File: config.mk
export PLATFORM = sky130hd
export DESIGN_NAME = wwrc_top
export DESIGN_NICKNAME = d
export VERILOG_FILES = /design/src/wwrc_pkg.sv /design/src/wwrc_top.sv
export SDC_FILE = /design/constraint.sdc
export NUM_CORES = 1
export LEC_CHECK = 0
export ABC_AREA = 1
export BUFFER_PORTS_ARGS = -buffer_cell sky130_fd_sc_hd__buf_4
export CAP_MARGIN = 20
export CORE_MARGIN = 2
export CORE_UTILIZATION = 23
export DETAILED_ROUTE_END_ITERATION = 8
export GPL_ROUTABILITY_DRIVEN = 0
export REMOVE_ABC_BUFFERS = 1
export SYNTH_ARGS = -nofsm -noshare
export SYNTH_HDL_FRONTEND = slang
export SYNTH_SLANG_ARGS = --single-unit
File: constraint.sdc
create_clock -name sys_clk -period 1.9 [get_ports sys_clk]
set_input_delay 0.19 -clock sys_clk [delete_from_list [all_inputs] [get_ports sys_clk]]
set_output_delay 0.19 -clock sys_clk [all_outputs]
set_load 0.02 [all_outputs]
File: src/wwrc_pkg.sv
// package of constants and types for the window watchdog and reset control
package wwrc_pkg;

    // ************************************************************
    // timing counts, in sys_clk cycles of 4 ns
    // ************************************************************
    localparam int unsigned WWRC_CNT_W = 24; // width of every interval counter
    localparam int unsigned WWRC_INIT_WINDOW = 2000; // initial open window
    localparam int unsigned WWRC_CLOSED_WINDOW = 1000; // closed window
    localparam int unsigned WWRC_OPEN_WINDOW = 1000; // later open windows
    localparam int unsigned WWRC_RESET_PULSE = 250; // host reset low time
    localparam int unsigned WWRC_STARTUP = 500; // ready delay after reset
    localparam int unsigned WWRC_SLEEP_WAKE = 400; // ready delay after sleep
    localparam int unsigned WWRC_STANDBY_WAKE = 100; // after standby

    // ************************************************************
    // status flag positions and reset values
    // ************************************************************
    localparam int unsigned WWRC_FLAG_INVALID = 7; // previous command invalid
    localparam int unsigned WWRC_FLAG_SLEEP = 4; // sleep entered
    localparam int unsigned WWRC_FLAG_STANDBY = 3; // standby entered
    localparam int unsigned WWRC_FLAG_CAUSE_WDT = 1; // last reset by watchdog
    localparam int unsigned WWRC_FLAG_CAUSE_POR = 0; // last reset by power-on
    localparam logic [7:0] WWRC_FLAGS_RST = 8'h00; // flags after reset, without the power-on cause bit
    localparam logic [7:0] WWRC_MEAS_RST = 8'h00; // measurement clear value
    localparam logic [7:0] WWRC_FAULT_RST = 8'h00; // fault clear value
    localparam logic [7:0] WWRC_USER_INIT = 8'hFF; // user settings init

    // ************************************************************
    // types
    // ************************************************************
    // operating modes, one-hot
    typedef enum logic [2:0] {
        WWRC_RUN = 3'b001,
        WWRC_STANDBY = 3'b010,
        WWRC_SLEEP = 3'b100
    } wwrc_mode_t;

    // watchdog window states, one-hot
    typedef enum logic [2:0] {
        WWRC_WD_INIT = 3'b001,
        WWRC_WD_CLOSED = 3'b010,
        WWRC_WD_OPEN = 3'b100
    } wwrc_wd_t;

    // decoded command strobes from the serial front end
    typedef struct packed {
        logic restart;
        logic soft_reset;
        logic normal_run;
        logic sleep_enter_variant_a;
        logic sleep_enter_variant_b;
        logic standby_enter_variant_a;
        logic standby_enter_variant_b;
        logic readout_done;
    } wwrc_cmd_t;

endpackage

File: src/wwrc_top.sv
// window watchdog, reset and mode controller
`timescale 1ns/10ps
module wwrc_top #(
    parameter int unsigned INIT_WINDOW = wwrc_pkg::WWRC_INIT_WINDOW,
    parameter int unsigned CLOSED_WINDOW = wwrc_pkg::WWRC_CLOSED_WINDOW,
    parameter int unsigned OPEN_WINDOW = wwrc_pkg::WWRC_OPEN_WINDOW,
    parameter int unsigned RESET_PULSE = wwrc_pkg::WWRC_RESET_PULSE,
    parameter int unsigned STARTUP = wwrc_pkg::WWRC_STARTUP,
    parameter int unsigned SLEEP_WAKE = wwrc_pkg::WWRC_SLEEP_WAKE,
    parameter int unsigned STANDBY_WAKE = wwrc_pkg::WWRC_STANDBY_WAKE
) (
    input wire logic sys_clk,
    input wire logic rstn,
    input wire wwrc_pkg::wwrc_cmd_t cmd,
    input wire logic [7:0] meas_in,
    input wire logic meas_load,
    input wire logic [7:0] voltage_err,
    input wire logic cs_n_pin,
    input wire logic miso_data,
    output logic host_reset_out,
    output logic data_ready_out,
    output logic sleep_n_out,
    output logic miso_o,
    output logic miso_oe,
    output logic [7:0] status_flags,
    output logic [7:0] meas_data,
    output logic [7:0] fault_reg,
    output logic [7:0] user_settings,
    output logic blocks_enable
);

    localparam int unsigned W = wwrc_pkg::WWRC_CNT_W;

    // ************************************************************
    // pin synchroniser for chip select
    // ************************************************************
    logic cs_meta; // first stage, read only by cs_sync
    logic cs_sync; // second stage, safe to use

    // two flops before any logic sees chip select
    always_ff @(posedge sys_clk or negedge rstn) begin
        if (!rstn) begin
            cs_meta <= 1'b1;
            cs_sync <= 1'b1;
        end else begin
            cs_meta <= cs_n_pin;
            cs_sync <= cs_meta;
        end
    end

    // release miso whenever chip select is high
    assign miso_oe = ~cs_sync;
    assign miso_o = miso_data & ~cs_sync;

    // ************************************************************
    // command decode
    // ************************************************************
    wwrc_pkg::wwrc_mode_t mode; // current operating mode
    wwrc_pkg::wwrc_wd_t wd_state; // current watchdog window
    logic [W-1:0] wd_cnt; // cycles left in the window
    logic [W-1:0] pulse_cnt; // cycles left of host reset pulse
    logic [W-1:0] ready_cnt; // cycles left before ready rises

    wire in_sleep = (mode == wwrc_pkg::WWRC_SLEEP);
    wire sleep_cmd = cmd.sleep_enter_variant_a | cmd.sleep_enter_variant_b;
    wire stby_cmd = cmd.standby_enter_variant_a
        | cmd.standby_enter_variant_b;
    // flags follow the same priority as the mode register
    wire sleep_win = sleep_cmd & ~cmd.soft_reset & ~cmd.normal_run;
    wire stby_win = stby_cmd & ~sleep_cmd & ~cmd.soft_reset
        & ~cmd.normal_run;
    wire wake_sleep = cmd.normal_run & in_sleep;
    wire wake_stby = cmd.normal_run & (mode == wwrc_pkg::WWRC_STANDBY);
    // restarts in sleep are refused and flagged
    wire restart_live = cmd.restart & ~in_sleep;
    wire restart_bad = cmd.restart & in_sleep;
    wire window_end = (wd_cnt == W'(1));
    wire wd_is_closed = (wd_state == wwrc_pkg::WWRC_WD_CLOSED);
    // restart refused in the closed window
    wire closed_hit = restart_live & wd_is_closed;
    // expiry of an open window without restart
    wire open_expire = ~in_sleep & window_end & ~wd_is_closed
        & ~restart_live;
    // one trip however many causes coincide
    wire wd_trip = closed_hit | open_expire;
    wire ok_restart = restart_live & ~wd_is_closed;

    // ************************************************************
    // watchdog window machine
    // ************************************************************
    // soft reset and standby moves leave this machine alone
    always_ff @(posedge sys_clk or negedge rstn) begin
        if (!rstn) begin
            wd_state <= wwrc_pkg::WWRC_WD_INIT;
            wd_cnt <= W'(INIT_WINDOW);
        end else if (wd_trip || wake_sleep) begin
            // reload the initial window once
            wd_state <= wwrc_pkg::WWRC_WD_INIT;
            wd_cnt <= W'(INIT_WINDOW);
        end else if (in_sleep) begin
            // frozen while disabled
            wd_cnt <= wd_cnt;
        end else if (ok_restart || (wd_is_closed && window_end)) begin
            // restart or closed window over
            wd_state <= ok_restart ? wwrc_pkg::WWRC_WD_CLOSED
                : wwrc_pkg::WWRC_WD_OPEN;
            wd_cnt <= ok_restart ? W'(CLOSED_WINDOW) : W'(OPEN_WINDOW);
        end else begin
            wd_cnt <= wd_cnt - W'(1);
        end
    end

    // ************************************************************
    // host reset pulse
    // ************************************************************
    // low for the pulse time after a trip, idle high
    always_ff @(posedge sys_clk or negedge rstn) begin
        if (!rstn) begin
            pulse_cnt <= '0;
        end else if (wd_trip && pulse_cnt == '0) begin
            pulse_cnt <= W'(RESET_PULSE);
        end else if (pulse_cnt != '0) begin
            pulse_cnt <= pulse_cnt - W'(1);
        end
    end

    assign host_reset_out = (pulse_cnt == '0);

    // ************************************************************
    // operating mode
    // ************************************************************
    // soft reset returns to run; mode commands move the state
    always_ff @(posedge sys_clk or negedge rstn) begin
        if (!rstn) begin
            mode <= wwrc_pkg::WWRC_RUN;
        end else if (cmd.soft_reset || cmd.normal_run) begin
            mode <= wwrc_pkg::WWRC_RUN;
        end else if (sleep_cmd) begin
            mode <= wwrc_pkg::WWRC_SLEEP;
        end else if (stby_cmd) begin
            mode <= wwrc_pkg::WWRC_STANDBY;
        end
    end

    assign sleep_n_out = ~in_sleep;
    assign blocks_enable = (mode == wwrc_pkg::WWRC_RUN);

    // ************************************************************
    // data ready delay
    // ************************************************************
    // ready low while a startup or wake delay runs
    always_ff @(posedge sys_clk or negedge rstn) begin
        if (!rstn) begin
            ready_cnt <= W'(STARTUP);
        end else if (cmd.soft_reset) begin
            ready_cnt <= W'(STARTUP);
        end else if (wake_sleep) begin
            ready_cnt <= W'(SLEEP_WAKE);
        end else if (wake_stby) begin
            ready_cnt <= W'(STANDBY_WAKE);
        end else if (ready_cnt != '0) begin
            ready_cnt <= ready_cnt - W'(1);
        end
    end

    assign data_ready_out = (ready_cnt == '0);

    // ************************************************************
    // status flags and reset cause
    // ************************************************************
    logic [7:0] next_flags; // flags after this cycle's events

    // power-on value: only the power-on cause bit is set
    localparam logic [7:0] WWRC_POR_FLAGS = wwrc_pkg::WWRC_FLAGS_RST
        | (8'h01 << wwrc_pkg::WWRC_FLAG_CAUSE_POR);

    // mode commands set their flags; invalid restart sets bit 7
    always_comb begin
        next_flags = status_flags;
        if (cmd.soft_reset) begin
            next_flags[wwrc_pkg::WWRC_FLAG_INVALID] = 1'b0;
            next_flags[wwrc_pkg::WWRC_FLAG_SLEEP] = 1'b0;
            next_flags[wwrc_pkg::WWRC_FLAG_STANDBY] = 1'b0;
        end
        if (sleep_win) begin
            next_flags[wwrc_pkg::WWRC_FLAG_SLEEP] = 1'b1;
            next_flags[wwrc_pkg::WWRC_FLAG_STANDBY] = 1'b0;
        end
        if (stby_win) begin
            next_flags[wwrc_pkg::WWRC_FLAG_STANDBY] = 1'b1;
            next_flags[wwrc_pkg::WWRC_FLAG_SLEEP] = 1'b0;
        end
        if (cmd.normal_run) begin
            next_flags[wwrc_pkg::WWRC_FLAG_SLEEP] = 1'b0;
            next_flags[wwrc_pkg::WWRC_FLAG_STANDBY] = 1'b0;
        end
        if (restart_bad) begin
            next_flags[wwrc_pkg::WWRC_FLAG_INVALID] = 1'b1;
        end
        if (wd_trip) begin
            next_flags[wwrc_pkg::WWRC_FLAG_CAUSE_WDT] = 1'b1;
            next_flags[wwrc_pkg::WWRC_FLAG_CAUSE_POR] = 1'b0;
        end
    end

    // cause bits 1 and 0 survive soft reset; power-on sets bit 0
    always_ff @(posedge sys_clk or negedge rstn) begin
        if (!rstn) begin
            status_flags <= WWRC_POR_FLAGS;
        end else begin
            status_flags <= next_flags;
        end
    end

    // ************************************************************
    // measurement, fault and user settings
    // ************************************************************
    // cleared by power-on, soft reset and end of read-out
    always_ff @(posedge sys_clk or negedge rstn) begin
        if (!rstn) begin
            meas_data <= wwrc_pkg::WWRC_MEAS_RST;
        end else if (cmd.soft_reset || cmd.readout_done) begin
            meas_data <= wwrc_pkg::WWRC_MEAS_RST;
        end else if (meas_load) begin
            meas_data <= meas_in;
        end
    end

    // fault bits follow the monitors from the first edge
    always_ff @(posedge sys_clk or negedge rstn) begin
        if (!rstn) begin
            fault_reg <= wwrc_pkg::WWRC_FAULT_RST;
        end else begin
            fault_reg <= voltage_err;
        end
    end

    // user settings reload on soft reset, untouched by modes
    always_ff @(posedge sys_clk or negedge rstn) begin
        if (!rstn) begin
            user_settings <= wwrc_pkg::WWRC_USER_INIT;
        end else if (cmd.soft_reset) begin
            user_settings <= wwrc_pkg::WWRC_USER_INIT;
        end
    end

endmodule // wwrc_top

Yosys cells after proc, flatten, opt, wreduce, memory -nomap -nowiden:

Index checks and enable logic that the tools add are counted.

* equal/unequal tests: 6
* add/sub/neg operators: 3
* shift-type cells: 0
* divide/modulo/power cells: 0
* bitwise operators: 25
* muxes and demuxes: 24
* multipliers: 0
* $lt $le $gt $ge: 0
* reductions and logical operators: 18

Operators by type and width (count)
* 24-bit two-way mux: 9
* 24-bit by 1-bit subtractor with 24-bit output, second input constant: 3
* 24-bit zero test: 2
* 24-bit nonzero test: 2
* 24-bit by 1-bit == test with 1-bit output, second input constant: 1
* 3-bit two-way mux: 7
* 8-bit two-way mux: 2
* 1-bit bitwise AND: 15
* 2-bit two-way mux: 4
* 2-bit nonzero test: 4
* 4-bit nonzero test: 2
* 1-bit NOT: 7
* 3-bit by 2-bit == test with 1-bit output, second input constant: 2
* 1-bit logical OR: 4
* 3-bit by 1-bit == test with 1-bit output, second input constant: 1
* 3-bit == test, second input constant: 1
* 1-bit bitwise OR: 3
* 3-bit nonzero test: 1
* 1-bit logical AND: 2
* 1-bit two-way mux: 2
* 2-bit by 1-bit != test with 1-bit output, second input constant: 1
* 2-bit AND reduction: 1

* bits of input ports: 29
* word-level logic and storage cells: 88
* bits in latches: 0
* output and inout port bits: 38
* memory bits (writable): 0
* memories kept: 0
* flip-flop bits (word level): 101
* memory bits (read-only): 0

Longest topological paths before layout:

* depth in word-level cells: 9
* depth in mapped cells: 12

Worst setup path after synthesis:

No wires, ideal clock.

* path type: register to register
* from: reg wd_cnt[1]
* to: reg wd_cnt[2]
* buffers on the path: 1
* arrival: 1.433 ns
* clock period less this slack: 1.553 ns
* cell stages (with the launch flop): 13
* library setup time: 0.120 ns
* path slack: 0.347 ns
* data required time: 1.780 ns
* cell sequence: dfrtp_1 -> inv_1 -> ha_1 -> inv_1 -> nor2_1 -> nand2_1 -> nor2_1 -> nand4_2 -> nand2_4 -> nor2_8 -> nand2_4 -> buf_8 -> nor2_2

* word-level cells in the longest chain between the ends: 7
* elaborated cells on any way between the ends: 13

RTL lines
* from (decl): RTL line wwrc_top.sv:60 `logic [W-1:0] wd_cnt;`
* from (signal assigned): RTL line wwrc_top.sv:95 `wd_cnt <= W'(INIT_WINDOW);`
* from (signal assigned): RTL line wwrc_top.sv:99 `wd_cnt <= W'(INIT_WINDOW);`
* from (signal assigned): RTL line wwrc_top.sv:102 `wd_cnt <= wd_cnt;`
* parallel branches: the longest is 7 deep, another holds 24-bit by 1-bit subtractor with 24-bit output

Several ways; the timed one is not identified. The select of a mux whose other input is x is not followed.
A chain may end at the register's enable or synchronous reset.

Worst setup path after layout:

* from: reg ready_cnt[10]
* to: out data_ready_out

* word-level cells in the longest chain between the ends: 1

RTL lines
* from (decl): RTL line wwrc_top.sv:62 `logic [W-1:0] ready_cnt;`
* from (signal assigned): RTL line wwrc_top.sv:154 `ready_cnt <= W'(STARTUP);`
* from (signal assigned): RTL line wwrc_top.sv:156 `ready_cnt <= W'(STARTUP);`
* from (signal assigned): RTL line wwrc_top.sv:158 `ready_cnt <= W'(SLEEP_WAKE);`
* 24-bit zero test: RTL line wwrc_top.sv:166 `assign data_ready_out = (ready_cnt == '0);`
* to (decl): RTL line wwrc_top.sv:21 `output logic data_ready_out,`

No other way between the ends.

==> results.cfg <==
[floorplanning]
die-height_um = 166
initial_core_util_pct = 23.3
fp.coreArea_mm2 = 0.0260
die_x_um = 166
num_rows = 59
io_pins = 67
die-area_mm2 = 0.0277

[power]
vdd_drop_max_v = 0.000449
powerDensity_mw_per_mm2 = 767
swShare_pct = 32.8
intPower_w = 0.00382
power_frac_comb_pct = 21.5
p_leak_nw = 3.73
p_sw_w = 0.00186
seq_power_share_pct = 43.5
p_clk_share_pct = 35.0

[final_layout]
top_regs = pulse_cnt: 24 flops, ready_cnt: 24 flops, wd_cnt: 24 flops
nNetsFinal = 911
fin_cells = 1216
area_growth_pct = 22.1
n_antenna_cell = 0
layout-drive-gt1-share_pct = 22.7

[drt]
ant_nets = 0
vias = 5220
wl_per_cell_um = 11.9
routed_via_density = 4.29
drt_wl_total_um = 14500
dr.pass1.iters = 5
drt_iter0_drc = 364
drc = 0

[clocking]
tritoncts = built
htreeDepth = 3
numCtsBuffers = 9
cts_sinks = 101
cts_buffer_depth = 2
clk_pin_slew_ns = 0.08
clkLatencyLatePin_ns = 0.36
cts_root_buf = clkbuf_16

[critical_path]
slowest_stage = dfrtp_1
critPathMostFrequentCell = nor2_4
worstPathCellList = nor2_4 -> nand2_1 -> nor2_4 -> nand3_2 -> inv_2 -> buf_4
crit_type = reg -> out
path_delay_family = simple AND/OR/NAND/NOR gates
cp.required_ns = 1.71
critPathLaunchType = register
path_max_fanout = 4
slowest_delay_ns = 0.45
cp-end-kind = output pin
cp.buffers_inverters = 2
worstPathArrival_ns = 1.62

[place]
place_hpwl_um = 10800
dp.cells = 1185
io_buffers = 55

[sta]
fmax_mhz = 551
hold-worst-slack_ns = 0.0220
rsz0062_at_grt = true
finalHoldViolations = 0
fin_crit_sh_pct = 95.5
drv_slew = 0
finalSetupViolations = 0
setup-tns-final_ns = 0
fin_skew_ns = 0.0172
fin_crit_ns = 1.81

[yosys]
async_flop_share_pct = 100
synth_top_area_share_pct = 34.7
yosys.area.top_type = dfrtp_1
synthTopCellsByArea = dfrtp_1 (35%), nand2_1 (10%), nor2_1 (8.9%)
synth_ff_type = dfrtp_1
synth_cells = 795
ys_seq_area_share_pct = 42.1
yosysWarnings = 0
synth_cell_types = 42
netlist_area_mm2 = 0.00606
synth.most_common_cell = nand2_1
synth_commonest_cells = nand2_1 (163), nor2_1 (144), inv_1 (94)
postSynthAreaPerCell_um2 = 7.62
synth-edff-count = 0
ys_ff_latch = 101

[global_routing]
track_usage_pct = 10.9
grt_pass1_vias = 5154
antenna_found_initial = 0
grt_pass1_wl_um = 24900
grt_max_degree = 47
grt_overflow = 0

[hold_path]
worstHoldPathType = in -> reg

[run]
max_cap_violations = 0

[status]
status = complete, no violations
-- stage by stage --
stage	power [W]	setup slack [ns]	util, %	instance area (um^2)
6_report	0.00568	0.0854	28.5	7400
5_1_grt	0.00602	-0.0163	28.5	7400
4_1_cts	0.00574	0.0191	28.1	7310
3_5_place_dp	0.00369	0.165	26.5	6880
3_3_place_gp	0.00368	0.180	26.5	6880
2_1_floorplan	0.00332	0.0276	-	5920
-- cell usage in the layout, fill, tap and decap left out, types with 3 or more instances in the layout --
master and count:
a21oi_1 26, a21oi_2 3, buf_12 4, buf_4 69, clkbuf_16 9, conb_1 11
dfrtp_1 83, dfstp_2 17, dlygate4sd3_1 10, ha_1 5, inv_1 88, inv_2 12
inv_8 3, nand2_1 163, nand2_2 8, nand2_4 3, nand3_1 56, nand3_2 6
nand3b_1 6, nand4_1 24, nor2_1 138, nor2_2 33, nor2_4 13, nor3_1 10
o21ai_0 21, or2_2 4, xnor2_1 7, xor2_1 24
-- worst paths after layout --
kind | slack [ns] | end | depth (start not counted) | startpoint
max | 0.09 | data_ready_out | 6 | ready_cnt[10]$_DFFE_PN0P_
min | 0.02 | ready_cnt[9]$_DFFE_PN0P_ | 2 | cmd[6]
max reg2reg | 0.19 | wd_cnt[2]$_DFFE_PN0P_ | 9 | mode[0]$_DFFE_PN1P_
min reg2reg | 0.36 | cs_sync$_DFF_PN1_ | 0 | cs_meta$_DFF_PN1_
max in group asynchronous | 0.91 | wd_cnt[6]$_DFFE_PN1P_ | 3 | rstn
min in group asynchronous | 0.31 | wd_cnt[17]$_DFFE_PN0P_ | 2 | rstn
-- power by group through the flow --
stage / registers (W) / clock network (W) / logic (W)
6_report: 0.00247 / 0.00199 / 0.00122
5_1_grt: 0.00249 / 0.00215 / 0.00137
4_1_cts: 0.00247 / 0.00206 / 0.00120
3_5_place_dp: 0.00251 / 0 / 0.00118
3_3_place_gp: 0.00251 / 0 / 0.00117
2_1_floorplan: 0.00250 / 0 / 0.000822
-- what timing repair did --
action / in CTS / in global routing
setup endpoints to repair: 1 / 9
pin swaps: 0 / 3
gates resized for setup: 5 / 16
hold endpoints to repair: 36 / 0
setup buffers: 1 / 4
hold buffers: 10 / 0
-- routing by layer --
layer / up-vias / track usage, % / share of wire [%] / wire [um]
li1: 2645 / - / - / -
met1: 2448 / 13.8 / 46 / 6630
met2: 111 / 18.5 / 49 / 7090
met3: 16 / 2.65 / 4.3 / 632
met4: 0 / 3.04 / 1.2 / 179
met5: - / 0 / 0 / 0
-- final cells by class --
| class | instances | area (um^2) |
|---|---|---|
| Clock buffer | 9 | 225 |
| Inverter | 100 | 375 |
| Timing Repair Buffer | 83 | 698 |
| Fill cell | 2811 | 18600 |
| Sequential cell | 101 | 2550 |
| Clock inverter | 7 | 86.3 |
| Multi-Input combinational cell | 581 | 3050 |
| Tap cell | 335 | 419 |
-- kinds of logic after synthesis --
family                   Yosys count  synth area share, %
AND/OR/NAND/NOR                  475                 37.6
buffers and inverters            122                 9.15
flip-flops                       101                 42.1
AO/OA/AOI/OAI                     58                 5.33
XOR/XNOR                          31                 4.48
adder cells (fa/ha/maj)            6                 1.24
other                              2                0.124
Power figures use the tool's default switching activity.
